===== src/verilog/cps_pkg.sv =====
// constants, register map and types of the card punch status logic
package cps_pkg;

	// ==========================================================
	// card geometry
	localparam int ROW_BITS      = 80;
	localparam int ROWS_PER_CARD = 12;
	localparam int NBITS_W       = 7;
	localparam int ROWCNT_W      = 4;
	localparam int HOLES_W       = 10;

	// ==========================================================
	// apb register map
	localparam int              ADDR_W        = 8;
	localparam int              DATA_W        = 32;
	localparam logic [ADDR_W-1:0] OFF_CTRL    = 8'h00;
	localparam logic [ADDR_W-1:0] OFF_STATUS  = 8'h04;
	localparam logic [ADDR_W-1:0] OFF_IRQ_STAT = 8'h08;
	localparam logic [ADDR_W-1:0] OFF_IRQ_CLR = 8'h0c;
	localparam logic [ADDR_W-1:0] OFF_IRQ_EN  = 8'h10;
	localparam logic [ADDR_W-1:0] OFF_CARD_INFO = 8'h14;

	// ==========================================================
	// command bits (ctrl write, panel buttons)
	localparam int CMD_START   = 0;
	localparam int CMD_STOP    = 1;
	localparam int CMD_RESET   = 2;
	localparam int CMD_CHKMODE = 3;
	localparam int CMD_RUNOUT  = 4;
	localparam int CMD_N       = 5;

	// ==========================================================
	// status and card info register fields
	localparam int STAT_STATE_LSB = 0;
	localparam int STAT_UNAVAIL   = 2;
	localparam int STAT_FEED_CHK  = 3;
	localparam int STAT_PUNCH_CHK = 4;
	localparam int STAT_FULL_CHK  = 5;
	localparam int STAT_COND_ANY  = 6;
	localparam int INFO_ROWS_LSB  = 0;
	localparam int INFO_HOLES_LSB = 16;

	// ==========================================================
	// interrupt bits
	localparam int IRQ_FEED    = 0;
	localparam int IRQ_PUNCH   = 1;
	localparam int IRQ_UNAVAIL = 2;
	localparam int IRQ_STOPPED = 3;
	localparam int IRQ_N       = 4;

	// ==========================================================
	// reset values
	localparam logic             FULL_CHECK_RST = 1'b1;
	localparam logic [IRQ_N-1:0] IRQ_EN_RST     = 4'h0;

	typedef enum logic [1:0] {
		ST_NOT_READY = 2'b00,
		ST_READY     = 2'b01,
		ST_STOPPING  = 2'b10,
		ST_RUNOUT    = 2'b11
	} cps_state_type;

endpackage : cps_pkg


===== src/verilog/cps_row_if.sv =====
// row and card check signals between the top and the row checker
`timescale 1ns/1ps
interface cps_row_if;
	import cps_pkg::*;
	logic                row_valid;
	logic [NBITS_W-1:0]  row_nbits;
	logic [ROW_BITS-1:0] row_data;
	logic                card_done;
	logic                read_valid;
	logic [HOLES_W-1:0]  read_holes;
	logic                full_check;
	logic                bits_err;
	logic                count_err;
	logic                hole_err;
	logic [ROWCNT_W-1:0] rows_last;
	logic [HOLES_W-1:0]  holes_exp;

	modport chk (
		input  row_valid, row_nbits, row_data, card_done, read_valid, read_holes, full_check,
		output bits_err, count_err, hole_err, rows_last, holes_exp
	);
	modport top (
		output row_valid, row_nbits, row_data, card_done, read_valid, read_holes, full_check,
		input  bits_err, count_err, hole_err, rows_last, holes_exp
	);
endinterface : cps_row_if


===== src/verilog/cps_top.sv =====
// card punch status, check and operator control logic
`timescale 1ns/1ps
module cps_top (
	input  wire logic                          pclk,
	input  wire logic                          presetn,
	// apb slave
	input  wire logic                          psel,
	input  wire logic                          penable,
	input  wire logic                          pwrite,
	input  wire logic [cps_pkg::ADDR_W-1:0]    paddr,
	input  wire logic [cps_pkg::DATA_W-1:0]    pwdata,
	output logic      [cps_pkg::DATA_W-1:0]    prdata,
	output logic                               pready,
	output logic                               pslverr,
	output logic                               pirq,
	// mechanism sensors
	input  wire logic                          card_at_station,
	input  wire logic                          feed_fault,
	input  wire logic                          auto_eject,
	input  wire logic                          transport_open,
	input  wire logic                          die_missing,
	input  wire logic                          covers_missing,
	input  wire logic                          primary_full,
	input  wire logic                          aux_full,
	input  wire logic                          error_full,
	input  wire logic                          punching_busy,
	input  wire logic                          feed_line_empty,
	// operator panel buttons, high while pressed
	input  wire logic [cps_pkg::CMD_N-1:0]     panel_btn,
	// row data from host and read station
	input  wire logic                          row_valid,
	input  wire logic [cps_pkg::NBITS_W-1:0]   row_nbits,
	input  wire logic [cps_pkg::ROW_BITS-1:0]  row_data,
	input  wire logic                          card_done,
	input  wire logic                          read_valid,
	input  wire logic [cps_pkg::HOLES_W-1:0]   read_holes,
	// status and mechanism control
	output logic                               unavailable,
	output logic                               feed_check,
	output logic                               punch_check,
	output logic                               full_check,
	output logic                               punch_enable,
	output logic                               feed_enable,
	output logic                               transport_run,
	output logic                               to_error_stacker
);
	import cps_pkg::*;

	// ==========================================================
	// row checker
	cps_row_if rif ();

	assign rif.row_valid  = row_valid;
	assign rif.row_nbits  = row_nbits;
	assign rif.row_data   = row_data;
	assign rif.card_done  = card_done;
	assign rif.read_valid = read_valid;
	assign rif.read_holes = read_holes;

	cps_row_check u_row_check (
		.pclk    (pclk),
		.presetn (presetn),
		.rif     (rif.chk)
	);

	// ==========================================================
	// declarations
	cps_state_type       state_r, state_nxt;
	logic [CMD_N-1:0]    btn_q_r, btn_q_nxt;
	logic [CMD_N-1:0]    cmd;
	logic                feed_check_r, feed_check_nxt;
	logic                punch_check_r, punch_check_nxt;
	logic                full_check_r, full_check_nxt;
	logic                unavail_r, unavail_nxt;
	logic                punch_en_r, punch_en_nxt;
	logic                feed_en_r, feed_en_nxt;
	logic                transport_r, transport_nxt;
	logic                err_stk_r, err_stk_nxt;
	logic                cond_any;
	logic                feed_set;
	logic                punch_set;
	logic [IRQ_N-1:0]    irq_evt;
	logic [IRQ_N-1:0]    irq_stat;
	logic [IRQ_N-1:0]    irq_clr;
	logic                irq_w;
	logic                setup;
	logic                access;
	logic                wr;
	logic                hit;
	logic [DATA_W-1:0]   rd_mux;
	logic [DATA_W-1:0]   prdata_r, prdata_nxt;
	logic                pready_r, pready_nxt;
	logic                pslverr_r, pslverr_nxt;
	logic                pirq_r, pirq_nxt;
	logic [IRQ_N-1:0]    irq_en_r, irq_en_nxt;
	assign rif.full_check = full_check_r;

	// ==========================================================
	// apb decode
	always_comb begin
		setup  = psel && !penable;
		access = psel && penable && pready_r;
		wr     = access && pwrite;
		hit    = (paddr == OFF_CTRL) || (paddr == OFF_STATUS) ||
		         (paddr == OFF_IRQ_STAT) || (paddr == OFF_IRQ_CLR) ||
		         (paddr == OFF_IRQ_EN) || (paddr == OFF_CARD_INFO);
		rd_mux = '0;
		case (paddr)
			OFF_STATUS: begin
				rd_mux[STAT_STATE_LSB +: 2] = state_r;
				rd_mux[STAT_UNAVAIL]        = unavail_r;
				rd_mux[STAT_FEED_CHK]       = feed_check_r;
				rd_mux[STAT_PUNCH_CHK]      = punch_check_r;
				rd_mux[STAT_FULL_CHK]       = full_check_r;
				rd_mux[STAT_COND_ANY]       = cond_any;
			end
			OFF_IRQ_STAT: begin
				rd_mux[IRQ_N-1:0] = irq_stat;
			end
			OFF_IRQ_EN: begin
				rd_mux[IRQ_N-1:0] = irq_en_r;
			end
			OFF_CARD_INFO: begin
				rd_mux[INFO_ROWS_LSB +: ROWCNT_W] = rif.rows_last;
				rd_mux[INFO_HOLES_LSB +: HOLES_W] = rif.holes_exp;
			end
			default: begin
				rd_mux = '0;
			end
		endcase
		pready_nxt  = setup;
		pslverr_nxt = setup && !hit;
		prdata_nxt  = prdata_r;
		if (setup) begin
			prdata_nxt = pwrite ? '0 : rd_mux;
		end
		irq_en_nxt = irq_en_r;
		if (wr && paddr == OFF_IRQ_EN) begin
			irq_en_nxt = pwdata[IRQ_N-1:0];
		end
		irq_clr = '0;
		if (wr && paddr == OFF_IRQ_CLR) begin
			irq_clr = pwdata[IRQ_N-1:0];
		end
	end

	always_ff @(posedge pclk or negedge presetn) begin
		if (!presetn) begin
			prdata_r  <= '0;
			pready_r  <= 1'b0;
			pslverr_r <= 1'b0;
			irq_en_r  <= IRQ_EN_RST;
		end else begin
			prdata_r  <= prdata_nxt;
			pready_r  <= pready_nxt;
			pslverr_r <= pslverr_nxt;
			irq_en_r  <= irq_en_nxt;
		end
	end

	// ==========================================================
	// commands: panel press edge or ctrl write
	always_comb begin
		btn_q_nxt = panel_btn;
		cmd       = panel_btn & ~btn_q_r;
		if (wr && paddr == OFF_CTRL) begin
			cmd = cmd | pwdata[CMD_N-1:0];
		end
	end

	// ==========================================================
	// conditions and error flags
	always_comb begin
		cond_any = !card_at_station || feed_check_r || transport_open || die_missing ||
		           covers_missing || punch_check_r || primary_full || aux_full ||
		           error_full;
		feed_set  = !card_at_station && feed_fault && !auto_eject;
		punch_set = rif.bits_err || rif.count_err || rif.hole_err;
		// only reset clears; start and runout leave flags, set wins
		feed_check_nxt  = feed_set || (feed_check_r && !cmd[CMD_RESET]);
		punch_check_nxt = punch_set || (punch_check_r && !cmd[CMD_RESET]);
		full_check_nxt  = full_check_r ^ cmd[CMD_CHKMODE];
	end

	// ==========================================================
	// unit state
	always_comb begin
		state_nxt = state_r;
		case (state_r)
			ST_NOT_READY: begin
				if (cmd[CMD_RUNOUT]) begin
					state_nxt = ST_RUNOUT;
				end else if (cmd[CMD_START] && !cond_any) begin
					state_nxt = ST_READY;
				end
			end
			ST_READY: begin
				if (cmd[CMD_STOP]) begin
					state_nxt = punching_busy ? ST_STOPPING : ST_NOT_READY;
				end else if (cond_any) begin
					state_nxt = ST_NOT_READY;
				end
			end
			ST_STOPPING: begin
				if (!punching_busy) begin
					state_nxt = ST_NOT_READY;
				end
			end
			ST_RUNOUT: begin
				if (feed_line_empty) begin
					state_nxt = ST_NOT_READY;
				end
			end
			default: begin
				state_nxt = ST_NOT_READY;
			end
		endcase
		unavail_nxt   = cond_any || (state_nxt == ST_NOT_READY) ||
		                (state_nxt == ST_RUNOUT);
		punch_en_nxt  = ((state_nxt == ST_READY) || (state_nxt == ST_STOPPING)) &&
		                !cond_any;
		feed_en_nxt   = (state_nxt == ST_READY) && !cond_any;
		transport_nxt = (state_nxt == ST_READY) || (state_nxt == ST_STOPPING) ||
		                (state_nxt == ST_RUNOUT);
		err_stk_nxt   = (state_nxt == ST_RUNOUT);
	end

	always_ff @(posedge pclk or negedge presetn) begin
		if (!presetn) begin
			state_r       <= ST_NOT_READY;
			btn_q_r       <= '0;
			feed_check_r  <= 1'b0;
			punch_check_r <= 1'b0;
			full_check_r  <= FULL_CHECK_RST;
			unavail_r     <= 1'b1;
			punch_en_r    <= 1'b0;
			feed_en_r     <= 1'b0;
			transport_r   <= 1'b0;
			err_stk_r     <= 1'b0;
		end else begin
			state_r       <= state_nxt;
			btn_q_r       <= btn_q_nxt;
			feed_check_r  <= feed_check_nxt;
			punch_check_r <= punch_check_nxt;
			full_check_r  <= full_check_nxt;
			unavail_r     <= unavail_nxt;
			punch_en_r    <= punch_en_nxt;
			feed_en_r     <= feed_en_nxt;
			transport_r   <= transport_nxt;
			err_stk_r     <= err_stk_nxt;
		end
	end

	// ==========================================================
	// interrupts
	always_comb begin
		irq_evt              = '0;
		irq_evt[IRQ_FEED]    = feed_set;
		irq_evt[IRQ_PUNCH]   = punch_set;
		irq_evt[IRQ_UNAVAIL] = unavail_nxt && !unavail_r;
		irq_evt[IRQ_STOPPED] = (state_r == ST_STOPPING) && (state_nxt == ST_NOT_READY);
		pirq_nxt             = irq_w;
	end

	cps_irq #(
		.N (IRQ_N)
	) u_irq (
		.pclk    (pclk),
		.presetn (presetn),
		.evt     (irq_evt),
		.clr     (irq_clr),
		.en      (irq_en_r),
		.status  (irq_stat),
		.irq     (irq_w)
	);

	always_ff @(posedge pclk or negedge presetn) begin
		if (!presetn) begin
			pirq_r <= 1'b0;
		end else begin
			pirq_r <= pirq_nxt;
		end
	end

	// ==========================================================
	// outputs
	assign prdata           = prdata_r;
	assign pready           = pready_r;
	assign pslverr          = pslverr_r;
	assign pirq             = pirq_r;
	assign unavailable      = unavail_r;
	assign feed_check       = feed_check_r;
	assign punch_check      = punch_check_r;
	assign full_check       = full_check_r;
	assign punch_enable     = punch_en_r;
	assign feed_enable      = feed_en_r;
	assign transport_run    = transport_r;
	assign to_error_stacker = err_stk_r;

endmodule : cps_top


===== src/verilog/cps_row_check.sv =====
// punch station and post-punch hole count checks
`timescale 1ns/1ps
module cps_row_check (
	input wire logic pclk,
	input wire logic presetn,
	cps_row_if.chk   rif
);
	import cps_pkg::*;

	// ==========================================================
	// next values
	logic [NBITS_W-1:0]  ones;
	logic [HOLES_W-1:0]  sum_now;
	logic [ROWCNT_W-1:0] rows_now;
	logic [ROWCNT_W-1:0] rows_r, rows_nxt, rows_last_r, rows_last_nxt;
	logic [HOLES_W-1:0]  holes_r, holes_nxt, exp_r, exp_nxt;
	logic                bits_err_r, bits_err_nxt;
	logic                count_err_r, count_err_nxt;
	logic                hole_err_r, hole_err_nxt;

	always_comb begin
		ones = '0;
		for (int i = 0; i < ROW_BITS; i++) begin
			ones = ones + NBITS_W'(rif.row_data[i]);
		end
		sum_now  = holes_r + (rif.row_valid ? HOLES_W'(ones) : '0);
		rows_now = rows_r;
		if (rif.row_valid && rows_r != '1) begin
			rows_now = rows_r + ROWCNT_W'(1);
		end
		rows_nxt      = rif.card_done ? '0 : rows_now;
		holes_nxt     = rif.card_done ? '0 : sum_now;
		exp_nxt       = rif.card_done ? sum_now : exp_r;
		rows_last_nxt = rif.card_done ? rows_now : rows_last_r;
		// short row
		bits_err_nxt  = rif.row_valid && (rif.row_nbits < NBITS_W'(ROW_BITS));
		// row cycles per card above or below
		count_err_nxt = rif.card_done && (rows_now != ROWCNT_W'(ROWS_PER_CARD));
		// post-punch count only in full check
		hole_err_nxt  = rif.read_valid && rif.full_check && (rif.read_holes != exp_r);
	end

	// ==========================================================
	// registers
	always_ff @(posedge pclk or negedge presetn) begin
		if (!presetn) begin
			rows_r      <= '0;
			holes_r     <= '0;
			exp_r       <= '0;
			rows_last_r <= '0;
			bits_err_r  <= 1'b0;
			count_err_r <= 1'b0;
			hole_err_r  <= 1'b0;
		end else begin
			rows_r      <= rows_nxt;
			holes_r     <= holes_nxt;
			exp_r       <= exp_nxt;
			rows_last_r <= rows_last_nxt;
			bits_err_r  <= bits_err_nxt;
			count_err_r <= count_err_nxt;
			hole_err_r  <= hole_err_nxt;
		end
	end

	assign rif.bits_err  = bits_err_r;
	assign rif.count_err = count_err_r;
	assign rif.hole_err  = hole_err_r;
	assign rif.rows_last = rows_last_r;
	assign rif.holes_exp = exp_r;

endmodule : cps_row_check


===== src/verilog/cps_irq.sv =====
// sticky interrupt status with enable and write-one clear
`timescale 1ns/1ps
module cps_irq #(
	parameter int N = 4
) (
	input  wire logic         pclk,
	input  wire logic         presetn,
	input  wire logic [N-1:0] evt,
	input  wire logic [N-1:0] clr,
	input  wire logic [N-1:0] en,
	output logic      [N-1:0] status,
	output logic              irq
);
	logic [N-1:0] stat_r, stat_nxt;
	logic         irq_r, irq_nxt;

	// ==========================================================
	// set wins over clear
	for (genvar g = 0; g < N; g++) begin : g_bit
		assign stat_nxt[g] = evt[g] | (stat_r[g] & ~clr[g]);
	end

	always_comb begin
		irq_nxt = |(stat_nxt & en);
	end

	always_ff @(posedge pclk or negedge presetn) begin
		if (!presetn) begin
			stat_r <= '0;
			irq_r  <= 1'b0;
		end else begin
			stat_r <= stat_nxt;
			irq_r  <= irq_nxt;
		end
	end

	assign status = stat_r;
	assign irq    = irq_r;

endmodule : cps_irq


===== config.mk =====
export PLATFORM = sky130hd
export DESIGN_NAME = cps_top
export DESIGN_NICKNAME = d
export VERILOG_FILES = /design/src/verilog/cps_pkg.sv /design/src/verilog/cps_row_if.sv /design/src/verilog/cps_top.sv /design/src/verilog/cps_row_check.sv /design/src/verilog/cps_irq.sv
export SDC_FILE = /design/constraint.sdc
export NUM_CORES = 1
export LEC_CHECK = 0
export BUFFER_PORTS_ARGS = -buffer_cell sky130_fd_sc_hd__buf_4
export CORE_MARGIN = 2
export CORE_UTILIZATION = 51
export DETAILED_ROUTE_END_ITERATION = 10
export PLACE_DENSITY = 0.87
export SYNTH_ARGS = -nofsm -noshare
export SYNTH_HDL_FRONTEND = slang
export SYNTH_SLANG_ARGS = --single-unit
export TNS_END_PERCENT = 20

===== constraint.sdc =====
create_clock -name pclk -period 2.64 [get_ports pclk]
set_input_delay 0.264 -clock pclk [delete_from_list [all_inputs] [get_ports pclk]]
set_output_delay 0.264 -clock pclk [all_outputs]
set_load 0.005 [all_outputs]

# Word level (Yosys, flattened, before mapping)

Cells that the tools add are included.

$add $sub $neg: 81
$lt $le $gt $ge: 1
Equal/unequal tests: 14
Muxes and demuxes: 18
Bitwise operators: 17
Reduce and logical (&&, ||, !) cells: 54

Operators by type and width:

| operator                                                        | number |
|---|---|
| 7-bit by 1-bit adder with 7-bit output                          | 78 |
| 26-bit 2-to-1 mux                                               | 1 |
| 1-bit logical AND                                               | 22 |
| 1-bit logical OR                                                | 21 |
| 10-bit 2-to-1 mux                                               | 2 |
| 8-bit by 4-bit == test with 1-bit output, second input constant | 2 |
| 8-bit by 5-bit == test with 1-bit output, second input constant | 2 |
| 4-bit case mux with 4 select lines                              | 1 |
| 2-bit 2-to-1 mux                                                | 7 |
| 4-bit 2-to-1 mux                                                | 3 |
| 10-bit adder                                                    | 1 |
| 10-bit != test                                                  | 1 |
| 2-bit == test, second input constant                            | 4 |
| 8-bit by 3-bit == test with 1-bit output, second input constant | 1 |
| 8-bit zero test                                                 | 1 |
| 4-bit != test, second input constant                            | 2 |
| 2-bit case mux with 4 select lines                              | 1 |
| 1-bit zero test                                                 | 7 |
| 7-bit < comparator, second input constant                       | 1 |
| 7-bit 2-to-1 mux                                                | 1 |
| 5-bit bitwise AND                                               | 1 |
| 5-bit 2-to-1 mux                                                | 1 |
| 5-bit inverter                                                  | 1 |
| 5-bit bitwise OR                                                | 1 |
| other kinds (11)                                                | 22 |

Bits in registers: 90
Input port bits: 161
Output and inout bits: 43
Word-level logic and storage cells: 209

# Depth between registers and ports, before layout

Gate-level depths: netlist (run 1).

Depth after elaboration: 82
Gate-level depth with buffers: 28
Depth with buffers taken out: 28

# By module

Synthesis (run 1) repeated with hierarchy kept, for this count alone.

Cell total of the unflattened synthesis: 567
Area, all modules: 5,841.9 µm²

Modules (own cells, without submodules):

| module        | instances | cells each | area each (µm²) | seq. area each (µm²) |
|---|---|---|---|---|
| cps_row_check | 1         | 368        | 3,699.8         | 775.7 |
| cps_top       | 1         | 181        | 1,925.6         | 978.4 |
| cps_irq       | 1         | 18         | 216.5           | 125.1 |

# Worst setup path before layout (run 1)

Ideal clock, no wire load.

Path kind: input-to-reg
From: input row_data[0] in the netlist's numbering
To: register u_row_check.exp_r[8], in the netlist u_row_check.rif.holes_exp[8]
Setup time: 0.137 ns
Data arrival time: 6.721 ns
Required time: 2.503 ns
Path slack: -4.218 ns
Stages on the path: 22
Path buffers: 0
Path through: ha_1 > inv_1 > fa_1 > fa_1 > fa_1 > fa_1 > fa_1 > fa_1 > fa_1 > fa_1 > fa_1 > fa_1 > nor2b_1 > o21ai_0 > nand2b_1 > xor2_1 > and2_1 > ha_1 > or3_1 > o211ai_1 > xor2_1 > a21oi_1

Word-level cells in the longest chain between the ends: 81

Ends and longest elaborated chain:

| what                                                  | line                | text |
|---|---|---|
| start: declaration                                    | cps_top.sv:33       | `input wire logic [cps_pkg::ROW_BITS-1:0] row_data,` |
| 1-bit by 1-bit adder with 2-bit output                | cps_row_check.sv:24 | `ones = ones + NBITS_W'(rif.row_data[i]);` |
| 7-bit by 1-bit adder with 7-bit output (78 in series) | cps_row_check.sv:24 |  |
| 7-bit 2-to-1 mux                                      | cps_row_check.sv:26 | `sum_now = holes_r + (rif.row_valid ? HOLES_W'(ones) : '0);` |
| 10-bit adder                                          | cps_row_check.sv:26 |  |
| end signal: assignment                                | cps_row_check.sv:57 | `exp_r <= exp_nxt;` |
| end: declaration                                      | cps_row_check.sv:16 | `logic [HOLES_W-1:0] holes_r, holes_nxt, exp_r, exp_nxt;` |

No other way between the ends.
A chain may end at the register's enable or synchronous reset.

# Worst setup path after layout (run 1)

From: input row_data[36] in the netlist's numbering
To: register u_row_check.exp_r[8], in the netlist u_row_check.rif.holes_exp[8]

Word-level cells in the longest chain between the ends: 46

Ends and longest elaborated chain:

| what                                                  | line |
|---|---|
| 7-bit by 1-bit adder with 7-bit output (44 in series) | cps_row_check.sv:24 |
| 7-bit 2-to-1 mux                                      | cps_row_check.sv:26 |
| 10-bit adder                                          | cps_row_check.sv:26 |

No other way between the ends.

==> summary by stage, run 1 <==
Route
For this run, design rule violations remaining after detail routing come to 0. The first detailed-routing pass took 5 iterations. Dividing the detail-routed via count by the number of cells gives 5.19. The iteration-0 DRC count of the detailed router is 234. Dividing the detail-routed wire length by the instance count gives 16.1 um. Once detail routing completed, the nets flagged for antenna violations numbered 0. The routed design has 14.2 mm of wire.

The total vias in the final route is 4,594.

Synth
The gate count after technology mapping is 552. The share of the synthesized netlist area taken by xor and xnor gates is 3.17%. dfrtp_1 takes more of the synthesized area than any other cell. The synthesized design devotes to its leading area cell type 31.5% of total area. The synthesized area per cell is 10.5 sq um.

Yosys mapped the design onto 52 distinct sky130hd cell types. In the post-synthesis netlist, the biggest area contributors are dfrtp_1, fa_1, inv_1, ha_1, xor2_1. The commonest cells after synthesis are inv_1, dfrtp_1, fa_1, ha_1, o21ai_0. Measured against the total synthesized area, the mux share comes to 2.27%. The portion of the post-synthesis area used by sequential elements is 32.4%. The post-synthesis register bit count is 75. After synthesis, the largest family of logic cells by area is adder cells. The Yosys step of the flow raised 0 warnings. The async set-reset flop share out of synthesis is 100%. The compound-gate portion of the synthesized area is 9.89%. In this run the cell area of the synthesized design comes to 5800 sq um.

Yosys mapped a number of flops with a built-in enable equal to 0. For this run, the leading register cell type out of synthesis is dfrtp_1. The adder-cell area share of the yosys netlist is 30.0%. The most common cell in the synthesized netlist is inv_1. The area fraction in and, or, nand and nor cells after synthesis is 11.4%.

Clock tree
The clock-pin slew of the registers on the worst-case setup and hold paths is 0.06 ns. The clock sink count is 75. For this design, the CTS-stage hold fixing added 0 buffers.

TritonCTS built the clock tree. The clock buffer count from CTS is 9. The clock tree root driver cell is clkbuf_16. The H-tree depth is 3.

The maximum clock path buffer count is 2. At the later pin of the worst-skew pair, clock insertion delay measures 0.33 ns.

Global route
The wire length of the first global-routing pass is 22.9 mm. The number of antenna violations at the first check in global routing is 0. Entering global routing, the biggest net connects 76 pins. The total grt overflow is 0. The via count of the first global-routing pass is 4,917. For this run, the total global-route usage over all layers was measured as 23.1%.

Die
The effective utilization at floorplan is 52.8%. The number of placement rows is 38. The total die area is 12,200 sq um. The floorplan core area is 11,000 sq um.

The floorplan step set the die width to 111 um. The die height is 111 um. The count of pins on the block boundary is 204.

STA
Headroom to the max-slew limit came out at 39.0%. Setup repair after global routing could not meet its margin everywhere. After layout, the worst setup slack is -4.07 ns.

The total count of max-transition violations in the final report is 0. For the final database, setup skew stands at 0.00635 ns. The fraction of the cycle the final worst path needs is 254%. For this run, the top clock speed supported by timing is 149 MHz. The count of endpoints failing hold in the final timing report came to 0. At the pin with the least slew margin, the transition time is 0.915 ns. For the finished layout, the period the worst path requires is 6.71 ns. The setup violation total in the final timing report is 21.

Placed design
The congestion estimate from routability-driven global placement came to 0.862. The number of buffers inserted by port buffering is 157. The detailed-placement wirelength estimate is 11.1 mm. At the placement stage, the worst setup path has a slack of -4.48 ns. The post-place instance area is 7270 sq um.

Finish
The cell area after layout is 7770 sq um. The post-route netlist has 34.8% of its cells at a drive strength greater than 1. The number of antenna diodes in the final layout is 0. The net count of the finished layout is 998.

The post-synthesis to final-layout area growth is 34.1%. After filler insertion, the fill cell instance count of the layout stands at 751.

Hold path
In this run the most critical hold path is launched from panel_btn[2]. The min-delay analysis places its worst path in the category in -> reg.

Setup path
The kind of launch point of the worst setup path is a primary input. The minimum setup slack among reg-to-reg paths is -0.08 ns. Data arrives at the worst endpoint at 6.91 ns. The worst setup path is of the in -> reg kind. Of all nets on the critical path, the largest fanout is 4. The worst setup path is captured at a flop.

The start point of the critical path is row_data[36]. The worst register-to-register path begins at pready$_DFF_PN0_. The data required time at the worst endpoint is 2.84 ns.

Outcome
The final reports fail on negative setup slack. The run finished, with violations left.

Flow run
The number of max-cap violations is 0.
[what timing repair did]
| item | CTS | global route |
|---|---|---|
| pin swaps | 22 | 21 |
| gates cloned | 0 | 0 |
| setup buffers | 2 | 3 |
| resized for setup | 29 | 20 |
| setup endpoints to repair | 21 | 22 |
[cell families (layout without fill, tap and decap cells)]
family | Yosys count | after routing
xor gates and xnor gates | 21 | 21
and+or+nand+nor | 110 | 110
buffers and inverters | 149 | 328
AOI/OAI and AO/OA | 87 | 87
other | 1 | 15
adders and majority gates | 97 | 97
muxes | 12 | 12
DFF | 75 | 75
[cell usage in the layout, fill, tap and decap left out, types with 8 or more instances in the layout]
| cell type | count |
|---|---|
| buf_4 | 184 |
| inv_1 | 118 |
| dfrtp_1 | 73 |
| fa_1 | 66 |
| nor2_1 | 24 |
| ha_1 | 23 |
| nand2_1 | 17 |
| o21ai_0 | 16 |
| conb_1 | 15 |
| a22o_1 | 14 |
| a21oi_1 | 14 |
| xor2_1 | 14 |
| clkbuf_16 | 9 |
| nor2b_1 | 8 |
| o21ai_1 | 8 |
| mux2_2 | 8 |
| a22oi_1 | 8 |
[sequential cells by signal, indices dropped and copies added (netlist names), 2 cells and up]
signal	flops
btn_q_r	5
u_row_check.rows_r	4
u_row_check.holes_r	10
irq_en_r	4
prdata	17
state_r	2
u_row_check.rif.holes_exp	10
u_irq.status	4
u_row_check.rif.rows_last	4
[metal layers]
layer	vias up	GRT usage, %	share of wire, %
met4	0	6.92	1.6
met2	232	42.5	53
li1	2106	-	-
met5	-	0	0
met3	22	5.65	7.5
met1	2234	26.6	38
[worst paths after layout]
kind	end	cells after the start
min in group asynchronous	transport_run$_DFF_PN0_	1
max	u_row_check.rif.holes_exp[8]$_DFFE_PN0P_	27
max in group asynchronous	prdata[23]$_DFFE_PN0P_	1
min	btn_q_r[2]$_DFF_PN0_	1
max reg2reg	u_irq.irq$_DFF_PN0_	11
min reg2reg	pirq$_DFF_PN0_	0
[critical path, stage by stage]
cell and delay [ns]:
buf_8 0.08, inv_8 0.02, fa_1 0.54, inv_2 0.04
fa_2 0.53, inv_2 0.03, fa_1 0.47, inv_1 0.05
fa_1 0.50, inv_2 0.05, fa_1 0.52, fa_1 0.43
fa_1 0.52, fa_1 0.43, fa_2 0.37, fa_2 0.38
nor2b_2 0.14, o21ai_1 0.07, nand2b_1 0.10, xor2_1 0.15
and2_4 0.16, ha_4 0.20, o21a_1 0.10, o31a_1 0.15
o211ai_1 0.23, xor2_1 0.26, a21oi_1 0.11
[layout make-up]
| cell class | count | area (sq um) | share of cell area (%) |
|---|---|---|---|
| multi-input cells | 342 | 3520 | 45.3 |
| flip-flops and latches | 75 | 1880 | 24.2 |
| repair buffers | 188 | 1430 | 18.4 |
| inverters | 124 | 473 | 6.08 |
| clock buffers | 9 | 225 | 2.90 |
| well taps | 140 | 175 | 2.25 |
| clock inverters | 7 | 68.8 | 0.885 |
[through the flow]
step	instances	utilization [%]	hold slack (ns)	setup TNS, ns
floorplan	566	-	-0.0316	-72.95
global placement	864	66.2	0.340	-79.42
detailed placement	864	66.2	0.342	-83.11
CTS	882	69.7	0.0359	-72.73
global route	885	70.8	0.0402	-77.42
finish	885	70.8	0.0490	-73.46
Power of run 1 is left out: the tool's default activity adds up to more than one toggle a clock period on the data nets, which glitch-free logic cannot reach.
==> run 2: changes to the inputs <==
- ABC_AREA: not set -> 1
- BUFFER_PORTS_ARGS: -buffer_cell sky130_fd_sc_hd__buf_4 -> not set
- CORE_UTILIZATION: 51 -> 65
- DONT_BUFFER_PORTS: not set -> 1
==> run 2 against run 1 <==
Synthesized area is 2.9% higher; the flow finishes with violations (negative hold slack, negative setup slack); cell count is 7.2% lower; sequential share of layout area is 4.2 points higher; critical endpoint unchanged; largest cell class unchanged; die area is 19% lower.
==> summary by stage, run 2 <==
STA
Setup repair after global routing could not meet its margin everywhere. The highest clock frequency the design can meet is 156 MHz. The actual transition at the worst max-transition pin is 0.569 ns. Setup violations remaining at the end of the flow were counted as 20.

The relative slew slack is 62.0%. The total count of max-transition violations in the final report came to 0. The worst-case clock skew is 0.0204 ns.

Counting I/O delays and the setup requirement, the final critical path takes 6.39 ns. The final critical-path setup slack is -3.75 ns. The fraction of the cycle the final worst path needs is 242%. Final hold analysis gives a worst-case slack of -0.0411 ns. The count of endpoints failing hold in the final timing report is 10.

Global route
Entering global routing, the biggest net connects 76 pins. The number of antenna violations at the first check in global routing is 0. The first global-routing pass estimated 21.5 mm of wire. For this run, the total global-route usage over all layers was measured as 27.5%. The via count of the first global-routing pass is 4,809. The total grt overflow is 0.

Die
The floorplan core area is 8810 sq um. For this configuration, the core starts out at a cell density of 67.7%. The horizontal die dimension is 99.8 um. The number of placement rows is 34. The floorplan step defined a die boundary enclosing 9960 sq um. The die height is 99.8 um. The count of pins on the block boundary is 204.

Outcome
The flow ran to the end, but the final reports show violations. The checks that failed: negative hold slack, negative setup slack.

Setup path
STA classifies the critical path startpoint as a primary input. STA classifies the critical path endpoint as a flop. In this run the worst path has a maximum fanout of 2. The data required time at the worst endpoint is 2.86 ns. Data arrives at the worst endpoint at 6.61 ns.

By instance count, the cell type seen most on the critical path is fa_1. For this run, the slowest stage of the critical path takes 0.55 ns. The worst register-to-register path has a depth of 16. The cell with the largest stage delay on the worst path is fa_1. The critical path class is in -> reg. Setup slack on the worst reg-to-reg path comes out at 0.47 ns.

Synth
In the post-synthesis netlist, the biggest area contributors are dfrtp_1, fa_1, inv_1, nand2_1, ha_1. The async set-reset flop share out of synthesis is 100%. The synthesized netlist contains 43 unique library cells. The number of enable-type register cells in the synthesized netlist is 0.

The share of the Yosys chip area taken by registers is 31.5%. The netlist area before placement is 5960 sq um. The gate count after technology mapping is 678. The area share of the leading cell type in the synthesized netlist is 30.6%. Sorting the synthesized cells by how often they occur yields inv_1, nand2_1, dfrtp_1, fa_1, nor2_1.

The most used flip-flop cell after synthesis is dfrtp_1. In the post-synthesis netlist, the cell with the most instances is inv_1. For this run, the number of Yosys warnings is 0. The post-synthesis register bit count is 75. dfrtp_1 takes more of the synthesized area than any other cell.

The average instance in the mapped netlist occupies 8.80 sq um.

Route
In the final routed layout, each cell accounts on average for 16.2 um. After detailed routing, the wire length on met1 is 4.81 mm. The count of nets left with antenna violations once routing finished came out at 0. The highest metal layer carrying signal wires in the routed design is met4. After detailed routing, the number of remaining DRC violations is 0. After detailed routing, the total wire length is 13.3 mm. The iteration-0 DRC count of the detailed router is 240. For this block, the via count after detailed routing is 4,465. The first detailed-routing pass took 5 iterations. The total met2 wirelength after detailed routing is 7.08 mm. The detailed-route vias per instance is 5.44. In the detailed route, the total length drawn on met3 is 804 um.

Clock tree
The clock-pin slew of the registers on the worst-case setup and hold paths is 0.10 ns. For this design, the sink count on the clock tree is 75. The TritonCTS clock tree is yes. In this run, CTS created clock tree buffers numbering 9. The number of hold buffers added after cts is 12.

The H-tree depth is 3. CTS placed an instance of clkbuf_8 at the clock tree root. The clock network latency to the later pin of the worst-skew pair is 0.35 ns. The clock passes through at most 2 buffers.

Hold path
The min-delay analysis places its worst path in the category in -> reg. Counting instances, the worst hold path has a depth of 1.

Finish
The post-synthesis to final-layout area growth is 11.1%. The antenna diode instance count is 0. The number of flip-flops in the largest register is 17.

In the layout the commonest cells are inv_1, nand2_1, dfrtp_1, fa_1, nor2_1. Of the cells placed in the final design, the portion with a size suffix greater than 1 is 13.2%. The register cell area after layout is 1880 sq um. The post-layout instance count excluding filler cells is 821.

The library cell used most frequently in the layout, excluding fill and tap cells, is inv_1. The fill cell instance count of the final layout is 602. The end-of-flow core utilization is 75.3%.

The multi-input combinational cells in the finished layout cover a total of 3550 sq um. The final layout contains 966 nets.

Placed design
The congestion estimate from routability-driven global placement came to 0.913. Detailed placement finished with a half-perimeter wire length of 10.3 mm. The count of buffers added on input and output ports is 0.

The placed instance count is 791.

Flow run
The number of max-cap violations is 0.
run 2: metrics by stage:
step / hold slack (ns) / area (sq um) / setup TNS [ns] / setup slack (ns)
final: -0.0411 / 6630 / -68.97 / -3.75
after global routing: -0.0596 / 6630 / -73.36 / -3.98
after CTS: -0.0618 / 6510 / -68.69 / -3.66
after detailed placement: -0.0301 / 6140 / -77.27 / -4.15
after global placement: -0.0303 / 6140 / -74.68 / -3.99
after floorplan: -0.0316 / 6050 / -69.72 / -3.74
run 2: metal layers:
metal / GRT usage [%] / up-vias
met3: 5.08 / 49
met2: 49.8 / 220
met4: 11.2 / 0
met5: 0 / -
met1: 32.2 / 2125
li1: - / 2071
run 2: layout make-up:
cell class | instances | share of cell area [%]
Multi-Input combinational cell | 433 | 53.6
Sequential cell | 75 | 28.4
Inverter | 163 | 9.44
Timing Repair Buffer | 26 | 3.66
Tap cell | 108 | 2.04
Clock buffer | 9 | 1.87
Clock inverter | 7 | 1.04
run 2: worst max-delay path, delay by kind of cell:
family / cells / cell delay [ns]
AO/OA/AOI/OAI: 1 / 0.07
adder cells (fa/ha/maj): 11 / 5.16
buffers and inverters: 7 / 0.36
AND/OR/NAND/NOR: 7 / 0.74
run 2: kinds of logic (layout without fill, tap and decap cells):
group           Yosys count  after routing  synth area share, %
fa+ha+maj                97             97                 29.2
flops                    75             75                 31.5
buf+inv                 184            205                 12.7
simple gates            244            244                 18.4
xor+xnor                 16             16                 2.35
other cells               1             15               0.0629
compound gates           61             61                 5.85
run 2: worst paths after layout:
path                                     startpoint                                       end
worst max-delay path                   row_data[36]  u_row_check.rif.holes_exp[8]$_DFFE_PN0P_
worst min-delay path                      card_done          u_row_check.holes_r[1]$_DFF_PN0_
worst max register to register     pready$_DFF_PN0_                       u_irq.irq$_DFF_PN0_
worst min register to register  u_irq.irq$_DFF_PN0_                            pirq$_DFF_PN0_
max in group asynchronous                   presetn                      full_check$_DFF_PN1_
min in group asynchronous                   presetn                     prdata[3]$_DFFE_PN0P_
run 2: timing repair:
item	4_1_cts	5_1_grt
gates cloned	0	0
setup endpoints to repair	20	20
hold endpoints to repair	95	10
resized for setup	14	23
setup buffers	2	0
pin swaps	11	8
Power of run 2 is left out for the same reason.
